### src/core/pmic_irq_pkg.sv
// Constants, types and register map for the event and interrupt block.
package pmic_irq_pkg;

   typedef logic [7:0]  byte_t;
   typedef logic [31:0] count_t;
   typedef logic [11:0] filt_count_t;

   // Clock and timing figures.
   localparam int     CLK_PERIOD_NS    = 4;
   localparam int     NS_PER_SECOND    = 1000000000;
   localparam count_t TICKS_PER_SECOND = count_t'(NS_PER_SECOND
                                                  / CLK_PERIOD_NS);
   localparam count_t KEY_LONG_PRESS_S = 32'h0000_0001;
   localparam int     DEBOUNCE_NS      = 16000;
   localparam int     DEBOUNCE_CYCLES  = (DEBOUNCE_NS + CLK_PERIOD_NS - 1)
                                         / CLK_PERIOD_NS;
   localparam filt_count_t DEBOUNCE_LAST = filt_count_t'(DEBOUNCE_CYCLES - 1);

   // Register offsets.
   localparam byte_t ADDR_REVISION   = 8'h00;
   localparam byte_t ADDR_FLAGS_A    = 8'h01;
   localparam byte_t ADDR_FLAGS_B    = 8'h02;
   localparam byte_t ADDR_FLAGS_CLK  = 8'h03;
   localparam byte_t ADDR_MASK_A     = 8'h04;
   localparam byte_t ADDR_MASK_B     = 8'h05;
   localparam byte_t ADDR_MASK_CLK   = 8'h06;
   localparam byte_t ADDR_STATUS_A   = 8'h07;
   localparam byte_t ADDR_MR_CTRL    = 8'h0B;
   localparam byte_t ADDR_CAUSE      = 8'hE0;

   // Reset values.
   localparam byte_t MASK_A_RESET    = 8'h00;
   localparam byte_t MASK_B_RESET    = 8'h78;
   localparam byte_t MASK_CLK_RESET  = 8'h00;
   localparam byte_t MR_CTRL_RESET   = 8'h0E;
   localparam byte_t ZERO_BYTE       = 8'h00;

   // Flag bit positions.
   localparam int FA_FIX_RISE  = 5;
   localparam int FA_FIX_FALL  = 4;
   localparam int FA_KEY_LONG  = 3;
   localparam int FA_KEY_FALL  = 1;
   localparam int FA_KEY_RISE  = 0;
   localparam int FB_MANUAL    = 2;
   localparam int FB_AD_FALL   = 1;
   localparam int FB_AD_RISE   = 0;
   localparam int FC_WARM      = 5;
   localparam int FC_SECOND    = 4;
   localparam int FC_LOSS      = 3;
   localparam int FC_ALARM2    = 2;
   localparam int FC_ALARM1    = 1;
   localparam int FC_MINUTE    = 0;

   // Mask A holds the two fixture bits swapped against flags A.
   localparam int MA_FIX_FALL  = 5;
   localparam int MA_FIX_RISE  = 4;

   // Manual reset time select field.
   localparam int MR_SEL_MSB   = 2;
   localparam int MR_SEL_LSB   = 0;

   // Debounce channels.
   localparam int CH_KEY       = 0;
   localparam int CH_FIX       = 1;
   localparam int CH_ADAPTER   = 2;
   localparam int CHANNELS     = 3;

   localparam logic [3:0] BYTE_BITS = 4'h8;

   // Serial link states, one-hot.
   typedef enum logic [8:0] {
      S_IDLE      = 9'h001,
      S_ADDR      = 9'h002,
      S_ADDR_ACK  = 9'h004,
      S_REG       = 9'h008,
      S_REG_ACK   = 9'h010,
      S_WRITE     = 9'h020,
      S_WRITE_ACK = 9'h040,
      S_READ      = 9'h080,
      S_READ_ACK  = 9'h100
   } link_state_t;

   // Seconds selected by the manual reset time code.
   function automatic count_t mr_seconds(input logic [2:0] code);
      case (code)
         3'h0:    mr_seconds = 32'h0000_0009;
         3'h1:    mr_seconds = 32'h0000_000A;
         3'h2:    mr_seconds = 32'h0000_0003;
         3'h3:    mr_seconds = 32'h0000_0004;
         3'h4:    mr_seconds = 32'h0000_0005;
         3'h5:    mr_seconds = 32'h0000_0006;
         3'h6:    mr_seconds = 32'h0000_0007;
         default: mr_seconds = 32'h0000_0008;
      endcase
   endfunction

endpackage

### src/core/event_filter.sv
// Debounce filter with edge pulses for the slow input pins.
`timescale 1ns/1ns
module event_filter (
   input  wire logic                            clk,
   input  wire logic                            reset,
   input  wire logic [pmic_irq_pkg::CHANNELS-1:0] raw_level,
   output logic      [pmic_irq_pkg::CHANNELS-1:0] stable_level,
   output logic      [pmic_irq_pkg::CHANNELS-1:0] rise_pulse,
   output logic      [pmic_irq_pkg::CHANNELS-1:0] fall_pulse
);
   import pmic_irq_pkg::*;

   typedef struct packed {
      logic [CHANNELS-1:0]                   level;
      logic [CHANNELS-1:0]                   rise;
      logic [CHANNELS-1:0]                   fall;
      logic [CHANNELS-1:0][$bits(filt_count_t)-1:0] count;
   } filt_state_t;

   filt_state_t r;
   filt_state_t next_r;
   logic [CHANNELS-1:0]                       ch_level;
   logic [CHANNELS-1:0]                       ch_rise;
   logic [CHANNELS-1:0]                       ch_fall;
   logic [CHANNELS-1:0][$bits(filt_count_t)-1:0] ch_count;

   // A new level is taken only after it held for the full debounce time.
   for (genvar i = 0; i < CHANNELS; i++) begin : g_ch
      always_comb begin
         ch_level[i] = r.level[i];
         ch_rise[i]  = 1'b0;
         ch_fall[i]  = 1'b0;
         ch_count[i] = '0;
         if (raw_level[i] != r.level[i]) begin
            if (r.count[i] == DEBOUNCE_LAST) begin
               ch_level[i] = raw_level[i];
               ch_rise[i]  = raw_level[i];
               ch_fall[i]  = ~raw_level[i];
            end else begin
               ch_count[i] = r.count[i] + 12'h001;
            end
         end
      end
   end

   // Collect the channel results into the next state.
   always_comb begin
      next_r       = r;
      next_r.level = ch_level;
      next_r.rise  = ch_rise;
      next_r.fall  = ch_fall;
      next_r.count = ch_count;
   end

   // State register.
   always_ff @(posedge clk or posedge reset) begin
      if (reset) begin
         r <= '0;
      end else begin
         r <= next_r;
      end
   end

   assign stable_level = r.level;
   assign rise_pulse   = r.rise;
   assign fall_pulse   = r.fall;
endmodule

### src/core/hold_timer.sv
// Counts how long a condition holds and pulses once at the limit.
`timescale 1ns/1ns
module hold_timer (
   input  wire logic                 clk,
   input  wire logic                 reset,
   input  wire logic                 hold,
   input  wire pmic_irq_pkg::count_t limit,
   output logic                      fire
);
   import pmic_irq_pkg::*;

   typedef struct packed {
      count_t count;
      logic   done;
      logic   fire;
   } hold_state_t;

   hold_state_t r;
   hold_state_t next_r;

   // Fires once per hold; dropping the condition rearms the timer.
   always_comb begin
      next_r      = r;
      next_r.fire = 1'b0;
      if (!hold) begin
         next_r.count = '0;
         next_r.done  = 1'b0;
      end else if (!r.done) begin
         if (r.count == limit) begin
            next_r.fire = 1'b1;
            next_r.done = 1'b1;
         end else begin
            next_r.count = r.count + 32'h0000_0001;
         end
      end
   end

   // State register.
   always_ff @(posedge clk or posedge reset) begin
      if (reset) begin
         r <= '0;
      end else begin
         r <= next_r;
      end
   end

   assign fire = r.fire;
endmodule

### src/core/pmic_event_irq_status_regs.sv
// Event flags, masks, status and serial register port of the power chip.
`timescale 1ns/1ns
module pmic_event_irq_status_regs #(
   parameter pmic_irq_pkg::count_t TICKS_PER_SECOND =
      pmic_irq_pkg::TICKS_PER_SECOND,
   parameter logic [6:0]           DEVICE_ADDRESS   = 7'h66,
   // Revision code; the value is arbitrary.
   parameter logic [3:0]           REVISION_CODE    = 4'hA
) (
   input  wire logic       clk,
   input  wire logic       reset,
   input  wire logic       scl,
   input  wire logic       sda_in,
   output logic            sda_out,
   output logic            sda_oe,
   input  wire logic       power_key_input,
   input  wire logic       factory_fixture_input_n,
   input  wire logic       adapter_ok_input_n,
   input  wire logic       manual_reset_input_one_n,
   input  wire logic       manual_reset_input_two_n,
   input  wire logic       warm_reset_event,
   input  wire logic       sudden_power_loss_event,
   input  wire logic       alarm_one_event,
   input  wire logic       alarm_two_event,
   input  wire logic       second_tick_event,
   input  wire logic       minute_tick_event,
   input  wire logic       warm_reset_occurred,
   input  wire logic       power_loss_occurred,
   input  wire logic       alarm_one_reached,
   input  wire logic       alarm_two_reached,
   input  wire logic       battery_monitor_one_level,
   input  wire logic       battery_monitor_two_level,
   input  wire logic [6:0] power_on_cause_bits,
   output logic            interrupt_request
);
   import pmic_irq_pkg::*;

   typedef struct packed {
      link_state_t state;
      logic [3:0]  bits;
      byte_t       shift;
      byte_t       ptr;
      logic        rw;
      logic        acked;
      logic        drive_low;
      logic        scl_q;
      logic        sda_q;
      byte_t       flags_a;
      byte_t       flags_b;
      byte_t       flags_clk;
      byte_t       mask_a;
      byte_t       mask_b;
      byte_t       mask_clk;
      byte_t       mr_ctrl;
      logic [6:0]  cause;
      logic        cause_taken;
      logic        irq;
   } regs_t;

   localparam regs_t REGS_RESET = '{
      state:       S_IDLE,
      bits:        4'h0,
      shift:       ZERO_BYTE,
      ptr:         ZERO_BYTE,
      rw:          1'b0,
      acked:       1'b0,
      drive_low:   1'b0,
      scl_q:       1'b1,
      sda_q:       1'b1,
      flags_a:     ZERO_BYTE,
      flags_b:     ZERO_BYTE,
      flags_clk:   ZERO_BYTE,
      mask_a:      MASK_A_RESET,
      mask_b:      MASK_B_RESET,
      mask_clk:    MASK_CLK_RESET,
      mr_ctrl:     MR_CTRL_RESET,
      cause:       7'h00,
      cause_taken: 1'b0,
      irq:         1'b0
   };

   regs_t               r;
   regs_t               next_r;
   logic [CHANNELS-1:0] pin_raw;
   logic [CHANNELS-1:0] pin_level;
   logic [CHANNELS-1:0] pin_rise;
   logic [CHANNELS-1:0] pin_fall;
   logic                long_press;
   logic                manual_hold;
   logic                manual_fire;
   count_t              long_limit;
   count_t              manual_limit;
   logic                scl_rise;
   logic                scl_fall;
   logic                start_seen;
   logic                stop_seen;
   logic                load;
   logic                wr;
   byte_t               rd_data;
   byte_t               ev_a;
   byte_t               ev_b;
   byte_t               ev_clk;
   byte_t               clr_a;
   byte_t               clr_b;
   byte_t               clr_clk;
   byte_t               mask_a_eff;

   // Debounce the key, fixture and adapter pins.
   assign pin_raw = {adapter_ok_input_n, factory_fixture_input_n,
                     power_key_input};

   event_filter u_filter (
      .clk          (clk),
      .reset        (reset),
      .raw_level    (pin_raw),
      .stable_level (pin_level),
      .rise_pulse   (pin_rise),
      .fall_pulse   (pin_fall)
   );

   // Long key press and manual reset hold timers.
   assign long_limit   = KEY_LONG_PRESS_S * TICKS_PER_SECOND;
   assign manual_limit = mr_seconds(r.mr_ctrl[MR_SEL_MSB:MR_SEL_LSB])
                         * TICKS_PER_SECOND;
   assign manual_hold  = ~manual_reset_input_one_n
                         & ~manual_reset_input_two_n;

   hold_timer u_key_timer (
      .clk   (clk),
      .reset (reset),
      .hold  (pin_level[CH_KEY]),
      .limit (long_limit),
      .fire  (long_press)
   );

   hold_timer u_manual_timer (
      .clk   (clk),
      .reset (reset),
      .hold  (manual_hold),
      .limit (manual_limit),
      .fire  (manual_fire)
   );

   // Bus conditions seen on the sampled serial lines.
   assign scl_rise   = scl & ~r.scl_q;
   assign scl_fall   = ~scl & r.scl_q;
   assign start_seen = scl & r.scl_q & r.sda_q & ~sda_in;
   assign stop_seen  = scl & r.scl_q & ~r.sda_q & sda_in;

   // Event vectors for the three flag registers.
   always_comb begin
      ev_a                 = ZERO_BYTE;
      ev_a[FA_FIX_RISE]    = pin_rise[CH_FIX];
      ev_a[FA_FIX_FALL]    = pin_fall[CH_FIX];
      ev_a[FA_KEY_LONG]    = long_press;
      ev_a[FA_KEY_FALL]    = pin_fall[CH_KEY];
      ev_a[FA_KEY_RISE]    = pin_rise[CH_KEY];
      ev_b                 = ZERO_BYTE;
      ev_b[FB_MANUAL]      = manual_fire;
      ev_b[FB_AD_FALL]     = pin_fall[CH_ADAPTER];
      ev_b[FB_AD_RISE]     = pin_rise[CH_ADAPTER];
      ev_clk               = ZERO_BYTE;
      ev_clk[FC_WARM]      = warm_reset_event;
      ev_clk[FC_SECOND]    = second_tick_event;
      ev_clk[FC_LOSS]      = sudden_power_loss_event;
      ev_clk[FC_ALARM2]    = alarm_two_event;
      ev_clk[FC_ALARM1]    = alarm_one_event;
      ev_clk[FC_MINUTE]    = minute_tick_event;
   end

   // Mask A realigned to flag A positions; fixture bits are swapped.
   always_comb begin
      mask_a_eff              = r.mask_a;
      mask_a_eff[FA_FIX_RISE] = r.mask_a[MA_FIX_RISE];
      mask_a_eff[FA_FIX_FALL] = r.mask_a[MA_FIX_FALL];
   end

   // Read data for the register at the current pointer.
   always_comb begin
      case (r.ptr)
         ADDR_REVISION:  rd_data = {4'h0, REVISION_CODE};
         ADDR_FLAGS_A:   rd_data = r.flags_a;
         ADDR_FLAGS_B:   rd_data = r.flags_b;
         ADDR_FLAGS_CLK: rd_data = r.flags_clk;
         ADDR_MASK_A:    rd_data = r.mask_a;
         ADDR_MASK_B:    rd_data = r.mask_b;
         ADDR_MASK_CLK:  rd_data = r.mask_clk;
         ADDR_STATUS_A:  rd_data = {warm_reset_occurred,
                                    power_loss_occurred,
                                    alarm_two_reached,
                                    alarm_one_reached,
                                    battery_monitor_two_level,
                                    battery_monitor_one_level,
                                    pin_level[CH_FIX],
                                    pin_level[CH_KEY]};
         ADDR_MR_CTRL:   rd_data = r.mr_ctrl;
         ADDR_CAUSE:     rd_data = {1'b0, r.cause};
         default:        rd_data = ZERO_BYTE;
      endcase
   end

   // Serial slave, flag, mask and cause update.
   always_comb begin
      next_r       = r;
      load         = 1'b0;
      wr           = 1'b0;
      next_r.scl_q = scl;
      next_r.sda_q = sda_in;
      if (start_seen) begin
         next_r.state     = S_ADDR;
         next_r.bits      = 4'h0;
         next_r.drive_low = 1'b0;
      end else if (stop_seen) begin
         next_r.state     = S_IDLE;
         next_r.drive_low = 1'b0;
      end else if (scl_rise) begin
         case (r.state)
            S_ADDR, S_REG, S_WRITE: begin
               next_r.shift = {r.shift[6:0], sda_in};
               next_r.bits  = r.bits + 4'h1;
            end
            S_READ_ACK: next_r.acked = ~sda_in;
            default:    next_r.acked = r.acked;
         endcase
      end else if (scl_fall) begin
         case (r.state)
            S_ADDR: begin
               if (r.bits == BYTE_BITS) begin
                  if (r.shift[7:1] == DEVICE_ADDRESS) begin
                     next_r.state     = S_ADDR_ACK;
                     next_r.drive_low = 1'b1;
                     next_r.rw        = r.shift[0];
                  end else begin
                     next_r.state = S_IDLE;
                  end
               end
            end
            S_ADDR_ACK, S_READ_ACK: begin
               next_r.drive_low = 1'b0;
               next_r.bits      = 4'h0;
               if (r.state == S_ADDR_ACK && !r.rw) begin
                  next_r.state = S_REG;
               end else if (r.state == S_ADDR_ACK || r.acked) begin
                  load             = 1'b1;
                  next_r.shift     = rd_data;
                  next_r.drive_low = ~rd_data[7];
                  next_r.bits      = 4'h1;
                  next_r.ptr       = r.ptr + 8'h01;
                  next_r.state     = S_READ;
               end else begin
                  next_r.state = S_IDLE;
               end
            end
            S_REG: begin
               if (r.bits == BYTE_BITS) begin
                  next_r.ptr       = r.shift;
                  next_r.state     = S_REG_ACK;
                  next_r.drive_low = 1'b1;
               end
            end
            S_WRITE: begin
               if (r.bits == BYTE_BITS) begin
                  wr               = 1'b1;
                  next_r.ptr       = r.ptr + 8'h01;
                  next_r.state     = S_WRITE_ACK;
                  next_r.drive_low = 1'b1;
               end
            end
            S_REG_ACK, S_WRITE_ACK: begin
               next_r.drive_low = 1'b0;
               next_r.bits      = 4'h0;
               next_r.state     = S_WRITE;
            end
            S_READ: begin
               if (r.bits == BYTE_BITS) begin
                  next_r.drive_low = 1'b0;
                  next_r.state     = S_READ_ACK;
               end else begin
                  next_r.shift     = {r.shift[6:0], 1'b0};
                  next_r.drive_low = ~r.shift[6];
                  next_r.bits      = r.bits + 4'h1;
               end
            end
            default: next_r.state = S_IDLE;
         endcase
      end

      // Host writes to the mask and control registers.
      if (wr) begin
         case (r.ptr)
            ADDR_MASK_A:   next_r.mask_a   = r.shift;
            ADDR_MASK_B:   next_r.mask_b   = r.shift;
            ADDR_MASK_CLK: next_r.mask_clk = r.shift;
            ADDR_MR_CTRL:  next_r.mr_ctrl  = r.shift;
            default:       next_r.mr_ctrl  = r.mr_ctrl;
         endcase
      end

      // Read clears only the bits returned; new events win over the clear.
      clr_a   = (load && r.ptr == ADDR_FLAGS_A)   ? rd_data : ZERO_BYTE;
      clr_b   = (load && r.ptr == ADDR_FLAGS_B)   ? rd_data : ZERO_BYTE;
      clr_clk = (load && r.ptr == ADDR_FLAGS_CLK) ? rd_data : ZERO_BYTE;
      next_r.flags_a   = (r.flags_a & ~clr_a) | ev_a;
      next_r.flags_b   = (r.flags_b & ~clr_b) | ev_b;
      next_r.flags_clk = (r.flags_clk & ~clr_clk) | ev_clk;

      // Interrupt while any unmasked flag is set.
      next_r.irq = |(r.flags_a & ~mask_a_eff)
                 | |(r.flags_b & ~r.mask_b)
                 | |(r.flags_clk & ~r.mask_clk);

      // Power-on cause is captured once after reset release.
      if (!r.cause_taken) begin
         next_r.cause       = power_on_cause_bits;
         next_r.cause_taken = 1'b1;
      end
   end

   // State register.
   always_ff @(posedge clk or posedge reset) begin
      if (reset) begin
         r <= REGS_RESET;
      end else begin
         r <= next_r;
      end
   end

   // Open-drain data line: only ever pulls low.
   assign sda_out           = 1'b0;
   assign sda_oe            = r.drive_low;
   assign interrupt_request = r.irq;
endmodule

### config.mk
export PLATFORM = sky130hd
export DESIGN_NAME = pmic_event_irq_status_regs
export DESIGN_NICKNAME = d
export VERILOG_FILES = /design/src/core/pmic_irq_pkg.sv /design/src/core/event_filter.sv /design/src/core/hold_timer.sv /design/src/core/pmic_event_irq_status_regs.sv
export SDC_FILE = /design/constraint.sdc
export NUM_CORES = 1
export LEC_CHECK = 0
export ABC_AREA = 0
export BUFFER_PORTS_ARGS = -buffer_cell sky130_fd_sc_hd__buf_4
export CORE_MARGIN = 2
export CORE_UTILIZATION = 45
export CTS_CLUSTER_SIZE = 16
export DETAILED_ROUTE_END_ITERATION = 8
export GPL_TIMING_DRIVEN = 0
export MAX_ROUTING_LAYER = met4
export PLACE_DENSITY = 0.73
export SKIP_CTS_REPAIR_TIMING = 1
export SLEW_MARGIN = 10
export SYNTH_ARGS = -nofsm -noshare
export SYNTH_HDL_FRONTEND = slang
export SYNTH_SLANG_ARGS = --single-unit
### constraint.sdc
create_clock -name clk -period 6.7 [get_ports clk]
set_clock_uncertainty 0.15 [all_clocks]
set_input_delay 1.34 -clock clk [delete_from_list [all_inputs] [get_ports clk]]
set_output_delay 1.34 -clock clk [all_outputs]
set_load 0.01 [all_outputs]
==> insert_results.sql <==
INSERT INTO impl_metrics (metric_group, metric, value, unit) VALUES
('run_status', 'result_of_the_run', 'finished clean', ''),
('power_and_ir_drop', 'power.clock.fraction', '47.9', '%'),
('power_and_ir_drop', 'seq_power_share', '47.5', '%'),
('synth', 'synth_area_per_cell', '9.32', 'µm²'),
('synth', 'muxShareOfSynthArea', '4.28', '%'),
('detailed_routing', 'dr_wl_met3', '1510', 'µm'),
('sta', 'fmax', '162', 'MHz'),
('cts', 'clock_slew_seen_by_the_registers_of_the_worst_setup_and_hold_paths', '60', 'ps'),
('worst_setup_path', 'cp-end-kind', 'register', ''),
('cells_and_area', 'fin_area', '14100', 'µm²'),
('detailed_routing', 'met2_wirelength', '15000', 'µm'),
('power_and_ir_drop', 'net-switching-power', '647', 'µW'),
('cells_and_area', 'most-common-layout-cells', 'sky130_fd_sc_hd__dfrtp_1, sky130_fd_sc_hd__nor2_1, sky130_fd_sc_hd__nand2_1, sky130_fd_sc_hd__inv_1, sky130_fd_sc_hd__nand3_1', ''),
('hold_path', 'min_path_type', 'register to register', ''),
('global_route', 'grt_first_pass_wirelength', '51700', 'µm'),
('place', 'postPlaceCellArea', '13300', 'µm²'),
('global_route', 'vias_in_the_first_global_route', '10100', ''),
('floorplanning', 'die_height', '171', 'µm'),
('floorplanning', 'initial_core_utilization', '45.4', '%'),
('detailed_routing', 'post_drt_wl_per_cell', '17.4', 'µm'),
('power_and_ir_drop', 'combinationalPowerShare', '4.6', '%'),
('cells_and_area', 'diodes_inserted', '0', ''),
('detailed_routing', 'met1Wirelength', '13700', 'µm'),
('cells_and_area', 'layout-area-overhead-vs-synth', '13.1', '%'),
('worst_setup_path', 'critical_path_peak_fanout', '10', ''),
('detailed_routing', 'vias_per_cell', '5.75', ''),
('synth', 'synthesis.yosys.warnings', '0', ''),
('power_and_ir_drop', 'maximum_vdd_drop', '0.235', 'mV'),
('detailed_routing', 'via_count', '10400', ''),
('floorplanning', 'core_area', '27600', 'µm²'),
('run', 'number_of_maximum_capacitance_constraint_violations', '0', ''),
('sta', 'final.period_utilization', '91.9', '%'),
('synth', 'synth_sequential_area_ratio', '42.5', '%'),
('place', 'post-place-cells', '1756', ''),
('floorplanning', 'floorplan.io_pins', '31', ''),
('cts', 'tritoncts', 'built', ''),
('sta', 'timing.max_slew.rel_slack', '38.8', '%'),
('cts', 'insertion_delay', '540', 'ps'),
('synth', 'synth-xor-area-share', '7.47', '%'),
('detailed_routing', 'drc_errors', '0', ''),
('detailed_routing', 'route.top_layer_used', 'met4', ''),
('global_route', 'grt_use_total', '22.5', '%'),
('place', 'gpl.final_weighted_congestion', '0.945', ''),
('synth', 'netlist-cell-type-count', '79', ''),
('power_and_ir_drop', 'power_leakage', '0.00615', 'µW'),
('synth', 'synthesis.area', '12500', 'µm²'),
('synth', 'synth_seq_cells', '212', ''),
('synth', 'post_synthesis_share_of_cell_area_spent_on_and_or_nand_and_nor_gates', '23.2', '%'),
('floorplanning', 'x_dimension_of_the_die', '171', 'µm'),
('cells_and_area', 'most_common_cell_after_layout_fill_and_taps_aside', 'sky130_fd_sc_hd__dfrtp_1', ''),
('power_and_ir_drop', 'p_sw_share', '23.1', '%'),
('cts', 'root_buffer', 'sky130_fd_sc_hd__clkbuf_16', ''),
('synth', 'synth_async_sr_flop_share', '100', '%'),
('cts', 'clkSinkCount', '212', ''),
('worst_setup_path', 'arr_time_crit_path', '6480', 'ps'),
('cells_and_area', 'layout.filler_cells', '2514', ''),
('synth', 'synth_edf_count', '0', ''),
('global_route', 'grt_max_degree', '39', ''),
('cells_and_area', 'layoutNonFillerInstCount', '1801', ''),
('sta', 'hold_violations', '0', ''),
('synth', 'synthAdderAreaFrac', '5.82', '%'),
('cts', 'cts_buffer_depth', '3', ''),
('synth', 'synth_top_family_by_area', 'simple AND/OR/NAND/NOR gates', ''),
('sta', 'worst_hold_check_slack', '273', 'ps'),
('detailed_routing', 'drt_pass1_iterations', '6', ''),
('global_route', 'grt.overflow.total', '0', ''),
('cells_and_area', 'nets', '1490', ''),
('global_route', 'number_of_antenna_violations_at_the_first_check_in_global_routing', '0', ''),
('sta', 'setup_viol', '0', ''),
('detailed_routing', 'dr.first_iter.drc_count', '784', ''),
('floorplanning', 'core.rowCount', '61', '');
registers in the layout (all words and copies together), names as in the netlist:
signal and cells:
interrupt_request 1, mask_a_eff 8, r 89, sda_oe 1, u_filter.fall_pulse 3, u_filter.r 36, u_filter.rise_pulse 3, u_filter.stable_level 3
u_key_timer.fire 1, u_key_timer.r 33, u_manual_timer.fire 1, u_manual_timer.r 33
worst max-delay path, cell delays in order (launching register included):
cell and delay (ps):
sky130_fd_sc_hd__dfstp_2 560, sky130_fd_sc_hd__buf_4 170, sky130_fd_sc_hd__clkbuf_1 390, sky130_fd_sc_hd__inv_1 190, sky130_fd_sc_hd__ha_1 210, sky130_fd_sc_hd__o21bai_2 260, sky130_fd_sc_hd__ha_1 300, sky130_fd_sc_hd__xnor2_2 170
sky130_fd_sc_hd__xnor2_2 230, sky130_fd_sc_hd__inv_2 130, sky130_fd_sc_hd__ha_1 200, sky130_fd_sc_hd__or2_2 290, sky130_fd_sc_hd__ha_1 320, sky130_fd_sc_hd__a21oi_1 170, sky130_fd_sc_hd__o21ai_0 260, sky130_fd_sc_hd__a31o_2 330
sky130_fd_sc_hd__a221oi_1 360, sky130_fd_sc_hd__a21oi_1 130, sky130_fd_sc_hd__nor4b_2 580, sky130_fd_sc_hd__a31oi_2 340, sky130_fd_sc_hd__a31oi_1 250, sky130_fd_sc_hd__a41o_1 110
power groups by stage:
stage,Sequential (µW),Combinational [µW],Clock [µW]
finish,1330,130,1340
global route,1330,149,1410
CTS,1330,133,1370
detailed placement,1350,133,0
global placement,1350,120,0
floorplan,1340,80.5,0
layout make-up:
| cell class | count | area, µm² | area share (%) |
|---|---|---|---|
| clock inverters | 9 | 113 | 0.796 |
| well taps | 378 | 473 | 3.34 |
| repair buffers | 36 | 345 | 2.44 |
| clock buffers | 36 | 697 | 4.93 |
| flip-flops and latches | 212 | 5320 | 37.6 |
| inverters | 70 | 267 | 1.88 |
| multi-input cells | 1017 | 6760 | 47.8 |
| plain buffers | 43 | 173 | 1.22 |
metrics by stage:
step | setup slack, ps | util, % | power (µW)
global route | 85.2 | 51.3 | 2890
floorplan | 1530 | - | 1420
finish | 539 | 51.3 | 2800
detailed placement | 558 | 48.4 | 1480
global placement | 686 | 47.9 | 1470
CTS | 535 | 51.3 | 2830
Yosys cell counts, types with 16 or more instances:
library cell	n	area [µm²]
sky130_fd_sc_hd__dfrtp_1	202	5050
sky130_fd_sc_hd__nor2b_1	17	106
sky130_fd_sc_hd__a22oi_1	19	143
sky130_fd_sc_hd__and4_1	16	140
sky130_fd_sc_hd__a21o_1	18	135
sky130_fd_sc_hd__inv_1	69	259
sky130_fd_sc_hd__nand2b_1	16	100
sky130_fd_sc_hd__or3_1	20	125
sky130_fd_sc_hd__nor4_1	16	100
sky130_fd_sc_hd__xor2_1	41	359
sky130_fd_sc_hd__and2_1	44	275
sky130_fd_sc_hd__nor2_1	118	443
sky130_fd_sc_hd__and3_1	21	131
sky130_fd_sc_hd__nand3_1	68	340
sky130_fd_sc_hd__ha_1	55	688
sky130_fd_sc_hd__nand2_1	113	424
sky130_fd_sc_hd__a21oi_1	61	305
sky130_fd_sc_hd__nor3_1	22	110
sky130_fd_sc_hd__xnor2_1	62	543
sky130_fd_sc_hd__clkbuf_1	38	143
sky130_fd_sc_hd__o21ai_0	57	285
sky130_fd_sc_hd__nand4_1	30	188
sky130_fd_sc_hd__mux2_2	44	495
logic make-up (layout without fill, tap and decap cells):
logic type,count (synthesis),count (layout)
AO/OA/AOI/OAI,253,253
multiplexers,48,48
adder cells (fa/ha/maj),57,57
XOR/XNOR,105,105
AND/OR/NAND/NOR,552,552
buffers and inverters,113,194
other,2,2
flip-flops,212,212
metal layers:
layer / up-vias / global-route usage [%]
met5: - / -
met3: 77 / 2.45
li1: 4908 / -
met4: 0 / 8.44
met1: 5074 / 29.1
met2: 299 / 36.5
worst paths after layout:
path / start / to / slack (ps)
worst max-delay path: r[11] / u_manual_timer.r[32] / 540
worst min-delay path: u_key_timer.fire / r[60] / 270
worst max register to register: r[11] / u_manual_timer.r[32] / 540
worst min register to register: u_key_timer.fire / r[60] / 270
max in group asynchronous: reset / r[31] / 4660
min in group asynchronous: reset / r[6] / 690
Note: power is estimated with default switching activity, not from simulation.
